**config.mk**
```make
export PLATFORM = sky130hd
export DESIGN_NAME = pmpi_regs
export DESIGN_NICKNAME = d
export VERILOG_FILES = /design/src/pmpi_pkg.sv /design/src/pmpi_sel_if.sv /design/src/pmpi_regs.sv /design/src/pmpi_image_sel.sv
export SDC_FILE = /design/constraint.sdc
export NUM_CORES = 2
export LEC_CHECK = 0
export ABC_AREA = 1
export BUFFER_PORTS_ARGS = -buffer_cell sky130_fd_sc_hd__buf_2
export CAP_MARGIN = 15
export CORE_AREA = 5 5 500 502
export CTS_CLUSTER_SIZE = 20
export DETAILED_ROUTE_END_ITERATION = 10
export DIE_AREA = 0 0 505 507
export HOLD_SLACK_MARGIN = 0.08
export PLACE_DENSITY_LB_ADDON = 0.2
export SLEW_MARGIN = 5
export SYNTH_ARGS = -nofsm -noshare
export SYNTH_HDL_FRONTEND = slang
export SYNTH_SLANG_ARGS = --single-unit
```
**constraint.sdc**
```tcl
create_clock -name clk -period 7.87 [get_ports clk]
set_clock_uncertainty 0.05 [all_clocks]
set_input_delay 1.574 -clock clk [delete_from_list [all_inputs] [get_ports clk]]
set_output_delay 1.574 -clock clk [all_outputs]
set_load 0.005 [all_outputs]
```
**src/pmpi_pkg.sv**
```systemverilog
/*
  Shared constants for the power meter process-image register bank:
  widths, register numbers, control and status byte fields, reset
  values and quantity selector codes.
  Assumes one controller-side clock domain; no bus, registers are
  reached through the control bytes and output data words only.
*/
package pmpi_pkg;

  // Widths and counts
  localparam int REG_W   = 16;
  localparam int ADDR_W  = 6;
  localparam int CB_W    = 8;
  localparam int NUM_CH  = 3;
  localparam int NUM_QTY = 16;
  localparam int NUM_REG = 64;

  typedef logic [REG_W-1:0]  pmpi_word_t;
  typedef logic [CB_W-1:0]   pmpi_byte_t;
  typedef logic [ADDR_W-1:0] pmpi_addr_t;
  typedef logic [1:0]        pmpi_phase_t;
  typedef logic [3:0]        pmpi_qty_t;

  // Control and status byte fields
  localparam int CB_REG_BIT = 7;
  localparam int CB_WR_BIT  = 6;
  localparam int CB_PH_HI   = 5;
  localparam int CB_PH_LO   = 4;
  localparam int CB_QTY_HI  = 3;
  localparam int CB_QTY_LO  = 0;
  localparam int CB_ADR_HI  = 5;
  localparam int FEAT_FLEX_BIT = 3;
  localparam pmpi_phase_t PHASE_RSVD = 2'h3;

  // Quantity selector codes
  localparam pmpi_qty_t QTY_CURRENT = 4'h0;
  localparam pmpi_qty_t QTY_VOLTAGE = 4'h1;
  localparam pmpi_qty_t QTY_POWER   = 4'h2;
  localparam pmpi_qty_t QTY_PFACTOR = 4'h3;

  // Register numbers
  localparam pmpi_addr_t OFS_OVERFLOW    = 6'h00;
  localparam pmpi_addr_t OFS_PWD_CHANGE  = 6'h05;
  localparam pmpi_addr_t OFS_DIAG        = 6'h06;
  localparam pmpi_addr_t OFS_COMMAND     = 6'h07;
  localparam pmpi_addr_t OFS_TYPE_ID     = 6'h08;
  localparam pmpi_addr_t OFS_FW_REV      = 6'h09;
  localparam pmpi_addr_t OFS_MUX_SHIFT   = 6'h0a;
  localparam pmpi_addr_t OFS_SIG_CHAN    = 6'h0b;
  localparam pmpi_addr_t OFS_MIN_LEN     = 6'h0c;
  localparam pmpi_addr_t OFS_DATA_STRUCT = 6'h0d;
  localparam pmpi_addr_t OFS_ALIGN       = 6'h0f;
  localparam pmpi_addr_t OFS_HW_REV      = 6'h10;
  localparam pmpi_addr_t OFS_VGAIN       = 6'h11;
  localparam pmpi_addr_t OFS_IGAIN       = 6'h12;
  localparam pmpi_addr_t OFS_SPECIAL_ID  = 6'h1d;
  localparam pmpi_addr_t OFS_CODE_WORD   = 6'h1f;
  localparam pmpi_addr_t OFS_FEATURE     = 6'h20;
  localparam pmpi_addr_t OFS_SCALE       = 6'h23;
  localparam pmpi_addr_t OFS_UV_THR      = 6'h24;
  localparam pmpi_addr_t OFS_RATIO_DIV   = 6'h25;
  localparam pmpi_addr_t OFS_MINMAX      = 6'h26;
  localparam pmpi_addr_t OFS_CYCLE       = 6'h27;

  // Reset and delivery values
  localparam pmpi_word_t RST_OVERFLOW    = 16'h0000;
  localparam pmpi_word_t RST_ALIGN       = 16'h0000;
  localparam pmpi_word_t RST_HW_REV      = 16'h0000;
  localparam pmpi_word_t RST_TRIM        = 16'h0400;
  localparam pmpi_word_t RST_CODE_WORD   = 16'h0000;
  localparam pmpi_word_t RST_FEATURE     = 16'h0020;
  localparam pmpi_word_t RST_SCALE       = 16'h0004;
  localparam pmpi_word_t RST_UV_THR      = 16'h0064;
  localparam pmpi_word_t RST_RATIO_DIV   = 16'h0001;
  localparam pmpi_word_t RST_MINMAX      = 16'h00c8;
  localparam pmpi_word_t RST_CYCLE       = 16'h0032;
  localparam pmpi_word_t VAL_MUX_SHIFT   = 16'h0230;
  localparam pmpi_word_t VAL_SIG_CHAN    = 16'h0318;
  localparam pmpi_word_t VAL_MIN_LEN     = 16'h1818;
  localparam pmpi_word_t VAL_DATA_STRUCT = 16'h0007;
  localparam pmpi_word_t USER_CODE_WORD  = 16'h1235;

  // Registers backed by nonvolatile storage
  localparam logic [NUM_REG-1:0] NV_MASK =
    (64'h1 << OFS_OVERFLOW) | (64'h1 << OFS_HW_REV) |
    (64'h1 << OFS_VGAIN) | (64'h1 << OFS_IGAIN) |
    (64'h1 << OFS_FEATURE) | (64'h1 << OFS_SCALE) |
    (64'h1 << OFS_UV_THR) | (64'h1 << OFS_RATIO_DIV) |
    (64'h1 << OFS_MINMAX) | (64'h1 << OFS_CYCLE);

endpackage : pmpi_pkg

```
**src/pmpi_sel_if.sv**
```systemverilog
/*
  Carrier between the register bank and one process-image selector:
  control byte, mode and limit settings in, answer word and status out.
  Assumes both ends share one clock.
*/
`timescale 1ns/1ns
interface pmpi_sel_if;
  import pmpi_pkg::*;
  pmpi_byte_t ctrl_byte;
  logic       flex_en;
  pmpi_word_t uv_limit;
  pmpi_word_t reg_rdata;
  pmpi_word_t data_word;
  pmpi_byte_t status_byte;

  modport bank  (output ctrl_byte, flex_en, uv_limit, reg_rdata,
                 input  data_word, status_byte);
  modport image (input  ctrl_byte, flex_en, uv_limit, reg_rdata,
                 output data_word, status_byte);
endinterface : pmpi_sel_if

```
**src/pmpi_regs.sv**
```systemverilog
/*
  Process-image multiplexer and per-channel parameter register bank of
  a three-phase power meter. Holds three register sets and three
  selectors that fill the input data words.
  Assumes control bytes, output words and measured values are
  synchronous to clk; nonvolatile storage sits outside and copies a
  register whenever nv_save_req pulses.
*/
`timescale 1ns/1ns
module pmpi_regs #(
  parameter logic [15:0] TYPE_ID    = 16'h00a5, // Arbitrary value
  parameter logic [15:0] FW_REV     = 16'h0011, // Arbitrary value
  parameter logic [15:0] SPECIAL_ID = 16'h0000  // Arbitrary value
) (
  // Clock and reset
  input  wire logic                     clk,
  input  wire logic                     rst_b,

  // Output image from the controller
  input  wire pmpi_pkg::pmpi_byte_t     control_byte_one,
  input  wire pmpi_pkg::pmpi_byte_t     control_byte_two,
  input  wire pmpi_pkg::pmpi_byte_t     control_byte_three,
  input  wire pmpi_pkg::pmpi_word_t     output_word_one,
  input  wire pmpi_pkg::pmpi_word_t     output_word_two,
  input  wire pmpi_pkg::pmpi_word_t     output_word_three,

  // Measurement datapath
  input  wire logic [pmpi_pkg::NUM_CH-1:0][pmpi_pkg::NUM_QTY-1:0]
                    [pmpi_pkg::REG_W-1:0] meas_value,
  input  wire logic [pmpi_pkg::NUM_CH-1:0] energy_wrap,
  input  wire logic [pmpi_pkg::NUM_CH-1:0]
                    [pmpi_pkg::REG_W-1:0] diag_state,

  // Input image to the controller
  output pmpi_pkg::pmpi_word_t          input_word_one,
  output pmpi_pkg::pmpi_word_t          input_word_two,
  output pmpi_pkg::pmpi_word_t          input_word_three,
  output pmpi_pkg::pmpi_byte_t          status_byte_one,
  output pmpi_pkg::pmpi_byte_t          status_byte_two,
  output pmpi_pkg::pmpi_byte_t          status_byte_three,

  // Settings toward the datapath, per channel
  output logic [pmpi_pkg::NUM_CH-1:0]
               [pmpi_pkg::REG_W-1:0]    feature_cfg,
  output logic [pmpi_pkg::NUM_CH-1:0]
               [pmpi_pkg::REG_W-1:0]    energy_scale,
  output logic [pmpi_pkg::NUM_CH-1:0]
               [pmpi_pkg::REG_W-1:0]    ratio_divisor,
  output logic [pmpi_pkg::NUM_CH-1:0]
               [pmpi_pkg::REG_W-1:0]    minmax_count,
  output logic [pmpi_pkg::NUM_CH-1:0]
               [pmpi_pkg::REG_W-1:0]    cycle_time,
  output logic [pmpi_pkg::NUM_CH-1:0]
               [pmpi_pkg::REG_W-1:0]    gain_trim_volt,
  output logic [pmpi_pkg::NUM_CH-1:0]
               [pmpi_pkg::REG_W-1:0]    gain_trim_curr,

  // Nonvolatile copy request, one pulse per accepted write to a storage-backed register while the code word unlocks saving
  output logic [pmpi_pkg::NUM_CH-1:0]   nv_save_req,
  output pmpi_pkg::pmpi_addr_t          nv_save_addr
);
  import pmpi_pkg::*;

  // Per-channel views of the controller image
  pmpi_byte_t cb       [NUM_CH];
  pmpi_word_t out_data [NUM_CH];

  // Write decode
  logic                 wr_req   [NUM_CH];
  logic                 wr_new   [NUM_CH];
  logic [NUM_REG-1:0]   wr_dec   [NUM_CH];
  pmpi_addr_t           acc_addr [NUM_CH];
  pmpi_byte_t           last_cb_reg   [NUM_CH];
  pmpi_word_t           last_data_reg [NUM_CH];

  // Register sets, one copy per channel
  pmpi_word_t ovf_reg     [NUM_CH];
  pmpi_word_t align_reg   [NUM_CH];
  pmpi_word_t hw_rev_reg  [NUM_CH];
  pmpi_word_t vgain_reg   [NUM_CH];
  pmpi_word_t igain_reg   [NUM_CH];
  pmpi_word_t code_reg    [NUM_CH];
  pmpi_word_t feat_reg    [NUM_CH];
  pmpi_word_t scale_reg   [NUM_CH];
  pmpi_word_t uv_reg      [NUM_CH];
  pmpi_word_t ratio_reg   [NUM_CH];
  pmpi_word_t minmax_reg  [NUM_CH];
  pmpi_word_t cycle_reg   [NUM_CH];
  pmpi_word_t rdata       [NUM_CH];
  logic [NUM_CH-1:0] nv_req_reg;
  pmpi_addr_t        nv_addr_reg;

  pmpi_sel_if sel_if [NUM_CH] ();

  // Route the three control bytes and output words
  assign cb[0]       = control_byte_one;
  assign cb[1]       = control_byte_two;
  assign cb[2]       = control_byte_three;
  assign out_data[0] = output_word_one;
  assign out_data[1] = output_word_two;
  assign out_data[2] = output_word_three;

  genvar g;
  generate
    for (g = 0; g < NUM_CH; g++) begin : g_chan

      // Register access seen on this channel's control byte
      always_comb begin
        acc_addr[g] = cb[g][CB_ADR_HI:0];
        wr_req[g]   = cb[g][CB_REG_BIT] &
                      cb[g][CB_WR_BIT];
        // A held request writes once; the controller holds it until
        // it sees the acknowledge, so repeats must not retrigger
        wr_new[g]   = wr_req[g] && ((cb[g] != last_cb_reg[g]) ||
                                    (out_data[g] != last_data_reg[g]));
        wr_dec[g]   = wr_new[g] ? (64'h1 << acc_addr[g])
                                : '0;
      end

      // Remember the last request for one-shot writes
      always_ff @(posedge clk) begin
        if (!rst_b) begin
          last_cb_reg[g]   <= '0;
          last_data_reg[g] <= '0;
        end else begin
          last_cb_reg[g]   <= cb[g];
          last_data_reg[g] <= out_data[g];
        end
      end

      // Energy overflow count; a write beats a wrap in the same cycle
      always_ff @(posedge clk) begin
        if (!rst_b) begin
          ovf_reg[g] <= RST_OVERFLOW;
        end else if (wr_dec[g][OFS_OVERFLOW]) begin
          ovf_reg[g] <= out_data[g];
        end else if (energy_wrap[g]) begin
          // Wraps at 16 bits, no saturation
          ovf_reg[g] <= ovf_reg[g] + 16'h0001;
        end
      end

      // Alignment scratch register
      always_ff @(posedge clk) begin
        if (!rst_b) begin
          align_reg[g] <= RST_ALIGN;
        end else if (wr_dec[g][OFS_ALIGN]) begin
          align_reg[g] <= out_data[g];
        end
      end

      // Hardware revision
      always_ff @(posedge clk) begin
        if (!rst_b) begin
          hw_rev_reg[g] <= RST_HW_REV;
        end else if (wr_dec[g][OFS_HW_REV]) begin
          hw_rev_reg[g] <= out_data[g];
        end
      end

      // Gain trims; production values normally reloaded from storage
      always_ff @(posedge clk) begin
        if (!rst_b) begin
          vgain_reg[g] <= RST_TRIM;
          igain_reg[g] <= RST_TRIM;
        end else begin
          if (wr_dec[g][OFS_VGAIN]) begin
            vgain_reg[g] <= out_data[g];
          end
          if (wr_dec[g][OFS_IGAIN]) begin
            igain_reg[g] <= out_data[g];
          end
        end
      end

      // Code word; cleared by every restart so saving needs re-entry
      always_ff @(posedge clk) begin
        if (!rst_b) begin
          code_reg[g] <= RST_CODE_WORD;
        end else if (wr_dec[g][OFS_CODE_WORD]) begin
          code_reg[g] <= out_data[g];
        end
      end

      // Feature configuration, bit three selects the image mode
      always_ff @(posedge clk) begin
        if (!rst_b) begin
          feat_reg[g] <= RST_FEATURE;
        end else if (wr_dec[g][OFS_FEATURE]) begin
          feat_reg[g] <= out_data[g];
        end
      end

      // Energy scaling factor
      always_ff @(posedge clk) begin
        if (!rst_b) begin
          scale_reg[g] <= RST_SCALE;
        end else if (wr_dec[g][OFS_SCALE]) begin
          scale_reg[g] <= out_data[g];
        end
      end

      // Undervoltage threshold and transformer ratio divisor
      always_ff @(posedge clk) begin
        if (!rst_b) begin
          uv_reg[g]    <= RST_UV_THR;
          ratio_reg[g] <= RST_RATIO_DIV;
        end else begin
          if (wr_dec[g][OFS_UV_THR]) begin
            uv_reg[g] <= out_data[g];
          end
          if (wr_dec[g][OFS_RATIO_DIV]) begin
            ratio_reg[g] <= out_data[g];
          end
        end
      end

      // Min/max auto-clear count
      always_ff @(posedge clk) begin
        if (!rst_b) begin
          minmax_reg[g] <= RST_MINMAX;
        end else if (wr_dec[g][OFS_MINMAX]) begin
          minmax_reg[g] <= out_data[g];
        end
      end

      // Measuring cycle time
      always_ff @(posedge clk) begin
        if (!rst_b) begin
          cycle_reg[g] <= RST_CYCLE;
        end else if (wr_dec[g][OFS_CYCLE]) begin
          cycle_reg[g] <= out_data[g];
        end
      end

      // Read mux for this channel's copy of the set
      always_comb begin
        case (acc_addr[g])
          OFS_OVERFLOW:    rdata[g] = ovf_reg[g];
          OFS_DIAG:        rdata[g] = diag_state[g];
          OFS_TYPE_ID:     rdata[g] = TYPE_ID;
          OFS_FW_REV:      rdata[g] = FW_REV;
          OFS_MUX_SHIFT:   rdata[g] = VAL_MUX_SHIFT;
          OFS_SIG_CHAN:    rdata[g] = VAL_SIG_CHAN;
          OFS_MIN_LEN:     rdata[g] = VAL_MIN_LEN;
          OFS_DATA_STRUCT: rdata[g] = VAL_DATA_STRUCT;
          OFS_ALIGN:       rdata[g] = align_reg[g];
          OFS_HW_REV:      rdata[g] = hw_rev_reg[g];
          OFS_VGAIN:       rdata[g] = vgain_reg[g];
          OFS_IGAIN:       rdata[g] = igain_reg[g];
          OFS_SPECIAL_ID:  rdata[g] = SPECIAL_ID;
          OFS_CODE_WORD:   rdata[g] = code_reg[g];
          OFS_FEATURE:     rdata[g] = feat_reg[g];
          OFS_SCALE:       rdata[g] = scale_reg[g];
          OFS_UV_THR:      rdata[g] = uv_reg[g];
          OFS_RATIO_DIV:   rdata[g] = ratio_reg[g];
          OFS_MINMAX:      rdata[g] = minmax_reg[g];
          OFS_CYCLE:       rdata[g] = cycle_reg[g];
          // Write-only and reserved numbers read as zero
          default:         rdata[g] = '0;
        endcase
      end

      // Hook this channel's selector to its settings
      assign sel_if[g].ctrl_byte = cb[g];
      assign sel_if[g].flex_en   = feat_reg[g][FEAT_FLEX_BIT];
      assign sel_if[g].uv_limit  = uv_reg[g];
      assign sel_if[g].reg_rdata = rdata[g];

      pmpi_image_sel #(
        .CHAN       (g)
      ) u_sel (
        .clk        (clk),
        .rst_b      (rst_b),
        .meas_value (meas_value),
        .sel        (sel_if[g])
      );

      // Settings handed to the datapath
      assign feature_cfg[g]    = feat_reg[g];
      assign energy_scale[g]   = scale_reg[g];
      assign ratio_divisor[g]  = ratio_reg[g];
      assign minmax_count[g]   = minmax_reg[g];
      assign cycle_time[g]     = cycle_reg[g];
      assign gain_trim_volt[g] = vgain_reg[g];
      assign gain_trim_curr[g] = igain_reg[g];
    end
  endgenerate

  // Storage copy request: only when the code word unlocks saving.
  // Writes without it stay volatile and are lost on restart.
  always_ff @(posedge clk) begin
    if (!rst_b) begin
      nv_req_reg <= '0;
    end else begin
      for (int c = 0; c < NUM_CH; c++) begin
        nv_req_reg[c] <= (|(wr_dec[c] & NV_MASK)) &&
                         (code_reg[c] == USER_CODE_WORD);
      end
    end
  end

  // Register number of the latest new write, saved or not; lowest channel wins a tie
  always_ff @(posedge clk) begin
    if (!rst_b) begin
      nv_addr_reg <= '0;
    end else if (wr_new[0]) begin
      nv_addr_reg <= acc_addr[0];
    end else if (wr_new[1]) begin
      nv_addr_reg <= acc_addr[1];
    end else if (wr_new[2]) begin
      nv_addr_reg <= acc_addr[2];
    end
  end

  assign nv_save_req  = nv_req_reg;
  assign nv_save_addr = nv_addr_reg;

  // Input image straight from the selector flops
  assign input_word_one    = sel_if[0].data_word;
  assign input_word_two    = sel_if[1].data_word;
  assign input_word_three  = sel_if[2].data_word;
  assign status_byte_one   = sel_if[0].status_byte;
  assign status_byte_two   = sel_if[1].status_byte;
  assign status_byte_three = sel_if[2].status_byte;

endmodule : pmpi_regs

```
**src/pmpi_image_sel.sv**
```systemverilog
/*
  Process-image selector for one input data word and its status byte.
  Assumes the control byte and measured values are synchronous to clk.
*/
`timescale 1ns/1ns
module pmpi_image_sel #(
  parameter int CHAN = 0
) (
  // Clock and reset
  input  wire logic clk,
  input  wire logic rst_b,
  // Measured values by phase and quantity
  input  wire logic [pmpi_pkg::NUM_CH-1:0][pmpi_pkg::NUM_QTY-1:0]
                    [pmpi_pkg::REG_W-1:0] meas_value,
  // Link to the register bank
  pmpi_sel_if.image sel
);
  import pmpi_pkg::*;

  localparam pmpi_phase_t OWN_PHASE = 2'(CHAN);

  logic        reg_mode;
  pmpi_phase_t phase_sel;
  pmpi_qty_t   qty_sel;
  pmpi_word_t  value;
  logic        uv_err;

  // Pick phase and quantity for this word
  always_comb begin
    reg_mode = sel.ctrl_byte[CB_REG_BIT];
    qty_sel  = sel.ctrl_byte[CB_QTY_HI:CB_QTY_LO];
    if (sel.flex_en) begin
      phase_sel = sel.ctrl_byte[CB_PH_HI:CB_PH_LO];
    end else begin
      phase_sel = OWN_PHASE;
    end
    // Codes 0..3 are current, voltage, power, power factor
    if (phase_sel == PHASE_RSVD) begin
      value = '0;
    end else begin
      value = meas_value[phase_sel][qty_sel];
    end
    uv_err = meas_value[OWN_PHASE][QTY_VOLTAGE] < sel.uv_limit;
  end

  // Answer word: register data or selected measurement
  always_ff @(posedge clk) begin
    if (!rst_b) begin
      sel.data_word <= '0;
    end else if (reg_mode) begin
      sel.data_word <= sel.reg_rdata;
    end else begin
      sel.data_word <= value;
    end
  end

  // Status: acknowledge in register mode, selectors otherwise
  always_ff @(posedge clk) begin
    if (!rst_b) begin
      sel.status_byte <= '0;
    end else if (reg_mode) begin
      sel.status_byte <= {1'b1, sel.ctrl_byte[CB_WR_BIT],
                          sel.ctrl_byte[CB_ADR_HI:0]};
    end else begin
      sel.status_byte <= {1'b0, uv_err, phase_sel, qty_sel};
    end
  end

endmodule : pmpi_image_sel

```
# Word-level counts from Yosys, hierarchy flattened
# Memory sizes are Yosys's and may differ from the RTL's.
# Index checks and enable logic that the tools add are counted.
word_totals:
  mem_count: 14
  wordCells: 367
  input_bits: 893
  reg_bits: 81
  output_inout_bits: 417
  mem_bits_rw: 648
memory_table:
  columns: ["name", "words", "word_bits", "rd", "rd_ports_with_merged_regs", "write_ports", "line", "text"]
  rows:
  - ["align_reg", 3, 16, 3, 0, 3, "pmpi_regs.sv:78", "pmpi_word_t align_reg [NUM_CH];"]
  - ["code_reg", 3, 16, 3, 0, 3, "pmpi_regs.sv:82", "pmpi_word_t code_reg [NUM_CH];"]
  - ["cycle_reg", 3, 16, 3, 0, 3, "pmpi_regs.sv:88", "pmpi_word_t cycle_reg [NUM_CH];"]
  - ["feat_reg", 3, 16, 3, 0, 3, "pmpi_regs.sv:83", "pmpi_word_t feat_reg [NUM_CH];"]
  - ["hw_rev_reg", 3, 16, 3, 0, 3, "pmpi_regs.sv:79", "pmpi_word_t hw_rev_reg [NUM_CH];"]
  - ["igain_reg", 3, 16, 3, 0, 3, "pmpi_regs.sv:81", "pmpi_word_t igain_reg [NUM_CH];"]
  - ["8 more memories", null, null, null, null, null, null, null]
classes:
  eq_ne: 66
  mux: 200
  n_bitwise: 48
  magnitude_cmp: 9
  add_sub_neg: 3
  reduce_logical: 16
  shift: 3
ops:
  columns: ["operator", "count"]
  rows:
  - ["$bmux 256 s2", 3]
  - ["$pmux 16 s19", 3]
  - ["$mux 16", 51]
  - ["$mux 256", 3]
  - ["$bmux 16 s4", 3]
  - ["$eq 6x4->1 const B", 21]
  - ["$mux 1", 122]
  - ["$mux 40", 3]
  - ["$shl 1x6->40 const A", 3]
  - ["$eq 6x6->1 const B", 18]
  - ["$eq 6x5->1 const B", 12]
  - ["$add 16x1->16 const B", 3]
  - ["$eq 16x13->1 const B", 3]
  - ["$lt 16x16->1", 3]
  - ["$mux 8", 6]
  - ["$ne 16x16->1", 3]
  - ["$or 1x1->1", 45]
  - ["$reduce_or 10->1", 3]
  - ["$ne 8x8->1", 3]
  - ["$eq 6x3->1 const B", 3]
  - ["$logic_not 6->1", 3]
  - ["$mux 6", 3]
  - ["$lt 4x5->1 const B", 3]
  - ["$lt 2x3->1 const B", 3]
  - ["other kinds (6)", 19]

# Depth between registers and ports, before layout
# An unclocked memory read counts as a cell.
depth:
  word_depth: 10
  mapped_depth: 15
  depth_no_buf: 14

# By module
# Synthesis repeated with hierarchy kept, for this count alone.
hier_totals:
  hier_cells: 10868
  area_unflattened_um2: 63965.1
by_module_without_submodules:
  columns: ["module", "seq_area_each_um2", "instances", "area_per_inst_um2", "cells_each"]
  rows:
  - ["pmpi_regs", 18918.1, 1, 30460.5, 3161]
  - ["pmpi_image_sel at g_chan[1].u_sel", 480.5, 1, 11308.3, 2574]
  - ["pmpi_image_sel at g_chan[0].u_sel", 480.5, 1, 11193.2, 2573]
  - ["pmpi_image_sel at g_chan[2].u_sel", 480.5, 1, 11003.1, 2560]

# Worst setup path before layout
# OpenSTA, ideal clock, no wires.
synth_path:
  path_type: "input to register"
  from: "input port control_byte_three[1]"
  to: "memory code_reg[2][0] (netlist bit), enable pin"
  t_required_ns: 7.409
  t_arrival_ns: 3.580
  setup_time_ns: 0.411
  setup_slack_ns: 3.828
  n_path_buf: 2
  stages: 9
  path_cell_list: "buf_2 -> xor2_1 -> nor2_1 -> nand2_1 -> nor2_1 -> nand3_1 -> nand2_2 -> buf_2 -> o21ai_0"
synth_rtl:
  columns: ["item", "line", "text"]
  rows:
  - ["start: declaration", "pmpi_regs.sv:22", "input wire pmpi_pkg::pmpi_byte_t control_byte_three,"]
  - ["end: declaration", "pmpi_regs.sv:82", null]

# Worst setup path in the final report
layout_path:
  from: "input port control_byte_two[4]"
  to: "register g_chan[1].u_sel.sel.data_word[2]"
layout_via:
  elab_chain_cells: 7
  elab_cells_between_ends: 28
  cone_classes: "eq/ne: 19; mux: 8; reduce/logical: 1"
layout_rtl:
  columns: ["item", "line", "text"]
  rows:
  - ["start: declaration", "pmpi_regs.sv:21", "input wire pmpi_pkg::pmpi_byte_t control_byte_two,"]
  - ["$mux 2", "pmpi_image_sel.sv:32", "if (sel.flex_en) begin"]
  - ["$bmux 256 s2", "pmpi_image_sel.sv:41", "value = meas_value[phase_sel][qty_sel];"]
  - ["$mux 256 (implied by the code)", "pmpi_image_sel.sv:41", null]
  - ["$bmux 16 s4", "pmpi_image_sel.sv:41", null]
  - ["$mux 16 (implied by the code)", "pmpi_image_sel.sv:41", null]
  - ["$mux 16", "pmpi_image_sel.sv:38", "if (phase_sel == PHASE_RSVD) begin"]
  - ["$mux 16 *", "pmpi_image_sel.sv:50", "end else if (reg_mode) begin"]
  - ["end signal: assignment", "pmpi_image_sel.sv:51", "sel.data_word <= sel.reg_rdata;"]
  - ["end signal: assignment", "pmpi_image_sel.sv:53", "sel.data_word <= value;"]
  - ["end: declaration", "pmpi_sel_if.sv:19", "output data_word, status_byte);"]
# Mark *: on every way between the ends. The rest lies on a longest branch, timed or not. The select of a mux whose other input is x is not followed.
# A chain may end at the register's enable or synchronous reset.

==> out/qor.csv <==
metric,value,unit
synth_cell_types,45,
layout_common_cells,"nand2_1, buf_2, nor2_1",
syn-instance-count,8872,
p_clk_frac,0.355,
max-vdd-ir-drop,158,uV
final_common_cell,nand2_1,
start_util,0.232,
power_switching,4.41,mW
fill_cells,27721,
synth-simple-area-share,0.351,
fin_util,0.282,
p_seq_frac,0.382,
cts.htree.levels,3,
nets,10704,
synth_edf_count,576,
hpwl,380000,um
wl_per_cell,37.1,um
leakagePower,31.3,nW
crit_required,8440,ps
power_density,171,nW/um^2
cts-buffers-inserted,82,
via_per_inst,5.59,
yosys.area.top_type,edfxtp_1,
rows,182,
worst_setup_path_start_kind,primary input,
path_cells,"buf_6, inv_2, nand2_8, buf_4, buf_4, nand2_1, nand3_1, o211ai_1, nand2_1, nand2_1, o21ai_0, nand3_1, a21oi_1",
post-cts-setup-buffers,0,
grt_max_degree,154,
rsz0062_at_grt,false,
cts_root_buf,clkbuf_16,
fin_total_pwr,11.8,mW
tritoncts,done,
cpMaxStageDelayCell,o21ai_0,
hp-class,reg2reg,
cts.reportedPaths.clkPinSlew,70,ps
yosys-top-cells-area,"edfxtp_1, nand2_1, o21ai_0",
grt_pass1_vias,68242,
p_comb_frac,0.263,
hold_buffers,0,
grt_pass1_wl,638000,um
io_buffers,1309,
drc,0,
ys.flop_type,edfxtp_1,
drt_first_pass_iters,7,
path_class,in2reg,
drt_iter0_markers,11285,
fin_ws,2380,ps
grtUsageTotal,0.362,
cp_top_family,buffers and inverters,
ys_async_sr_fraction,0,
avgSynthCellArea,6.40,um^2
finalSetupTns,0,ps
synth_compound_area_frac,0.164,
arrival,6060,ps
totalWireLength,490000,um
ant_nets,0,
synth_xor_area_frac,0.0159,
drv_slew,0,
synth_seq_cells,714,
max_cap_viol_count,0,
antenna_found_initial,241,
crit_path_frequent_cell,nand2_1,
die_w,505,um
synth_top_family_by_area,simple AND/OR/NAND/NOR gates,
ys_seq_area_frac,0.353,
relSlewSlack,0.254,
crit_buf_inv,4,
slowest_delay,770,ps
vias,73759,
dpl_cell_area,66000,um^2
die_area,256000,um^2
period_share,0.698,
cts_sinks,714,
timing_hold_violations_final,0,
netlist_area,56800,um^2
cp_max_fo,114,
intPower,7.41,mW
dp_slack,1710,ps
io_pins,1310,
drive_gt1_frac,0.169,
switching_share,0.373,
worstSkewPairLatency,750,ps
syn_to_final_growth,21.7,%
synth_top_area_frac,0.305,
outcome,completed,
synthesis.nets,9813,
synth_mux_area_frac,0,
worstSetupEndpointType,flop,
reg2reg_slack,2980,ps
cts_resized,0,
ys_warn_count,0,
grt_overflow,0,
gp_congestion,0.998,
worstMarginPinSlew,1120,ps
setup_viol,0,
final_area,69100,um^2
fmax,0.182,GHz
coreArea,245000,um^2
die_y,507,um
period_minus_slack,5490,ps
clockBufferDepth,3,
synth_fa_ha_area_frac,0.0106,
[per-stage QoR]
step	hold slack (ps)	std cells
after CTS	489	13053
after floorplan	442	8872
after global placement	468	12899
after detailed placement	468	12899
after global routing	513	13147
final	486	13199
[power by group through the flow]
stage / clock (mW) / combinational, mW / sequential (mW)
global placement: 0 / 3.02 / 4.58
detailed placement: 0 / 3.02 / 4.57
finish: 4.19 / 3.11 / 4.51
CTS: 4.23 / 3.03 / 4.50
global route: 4.35 / 3.24 / 4.51
floorplan: 0 / 1.31 / 4.46
[synthesized netlist by cell type, drive strengths merged, types with 16 or more instances]
cell    number
o211ai     192
a21oi      346
ha          48
xor2        87
buf        342
nand2     2791
dfxtp      138
nand4      204
o22ai       21
nor2      1073
o221ai      25
clkbuf     292
nand3      726
a22oi       32
nor3        42
edfxtp     576
inv        824
o21ai     1007
a22o        17
xnor2       16
[final timing paths]
path,start,end,cells after the start
hold / removal,nv_save_addr[0],nv_save_addr[0],2
setup / recovery,control_byte_two[4],g_chan[1].u_sel.sel.data_word[2],13
hold reg to reg,nv_save_addr[0],nv_save_addr[0],2
setup reg to reg,feat_reg[0][3],g_chan[0].u_sel.sel.data_word[2],10
[kinds of logic (layout without fill, tap and decap cells)]
group / after synthesis / after routing
AND/OR/NAND/NOR: 4860 / 4860
adder cells (fa/ha/maj): 48 / 48
AO/OA/AOI/OAI: 1684 / 1684
buffers and inverters: 1463 / 2424
XOR/XNOR: 103 / 103
flip-flops: 714 / 714
other: 0 / 146
[worst reg2reg max path, stage by stage, from the launching register on]
cell and delay [ps]:
edfxtp_1 320, buf_4 260, nand2_4 410, inv_8 780, nand2_1 840, nand2_2 870, inv_1 410, nand2_1 150
a21oi_1 60, nand3_1 390, a21oi_1 200
[final cells by class]
type | instances | area, um^2 | share of cell area
Clock inverter | 45 | 547 | 0.00791
Clock buffer | 109 | 2270 | 0.0328
Timing Repair Buffer | 1441 | 7800 | 0.113
Tap cell | 3220 | 4030 | 0.0583
Antenna cell | 146 | 365 | 0.00528
Multi-Input combinational cell | 6695 | 30900 | 0.447
Inverter | 829 | 3160 | 0.0456
Sequential cell | 714 | 20100 | 0.290
[layer usage]
| layer | global-route usage | routed length (um) | share of wire | up-vias |
|---|---|---|---|---|
| met1 | 0.445 | 186000 | 0.38 | 35859 |
| met5 | 0 | 427 | 0.00087 | - |
| met2 | 0.549 | 212000 | 0.43 | 5531 |
| li1 | - | - | - | 31190 |
| met4 | 0.251 | 37700 | 0.077 | 74 |
| met3 | 0.101 | 53700 | 0.11 | 1105 |
Note: power is estimated with default switching activity, not from simulation.
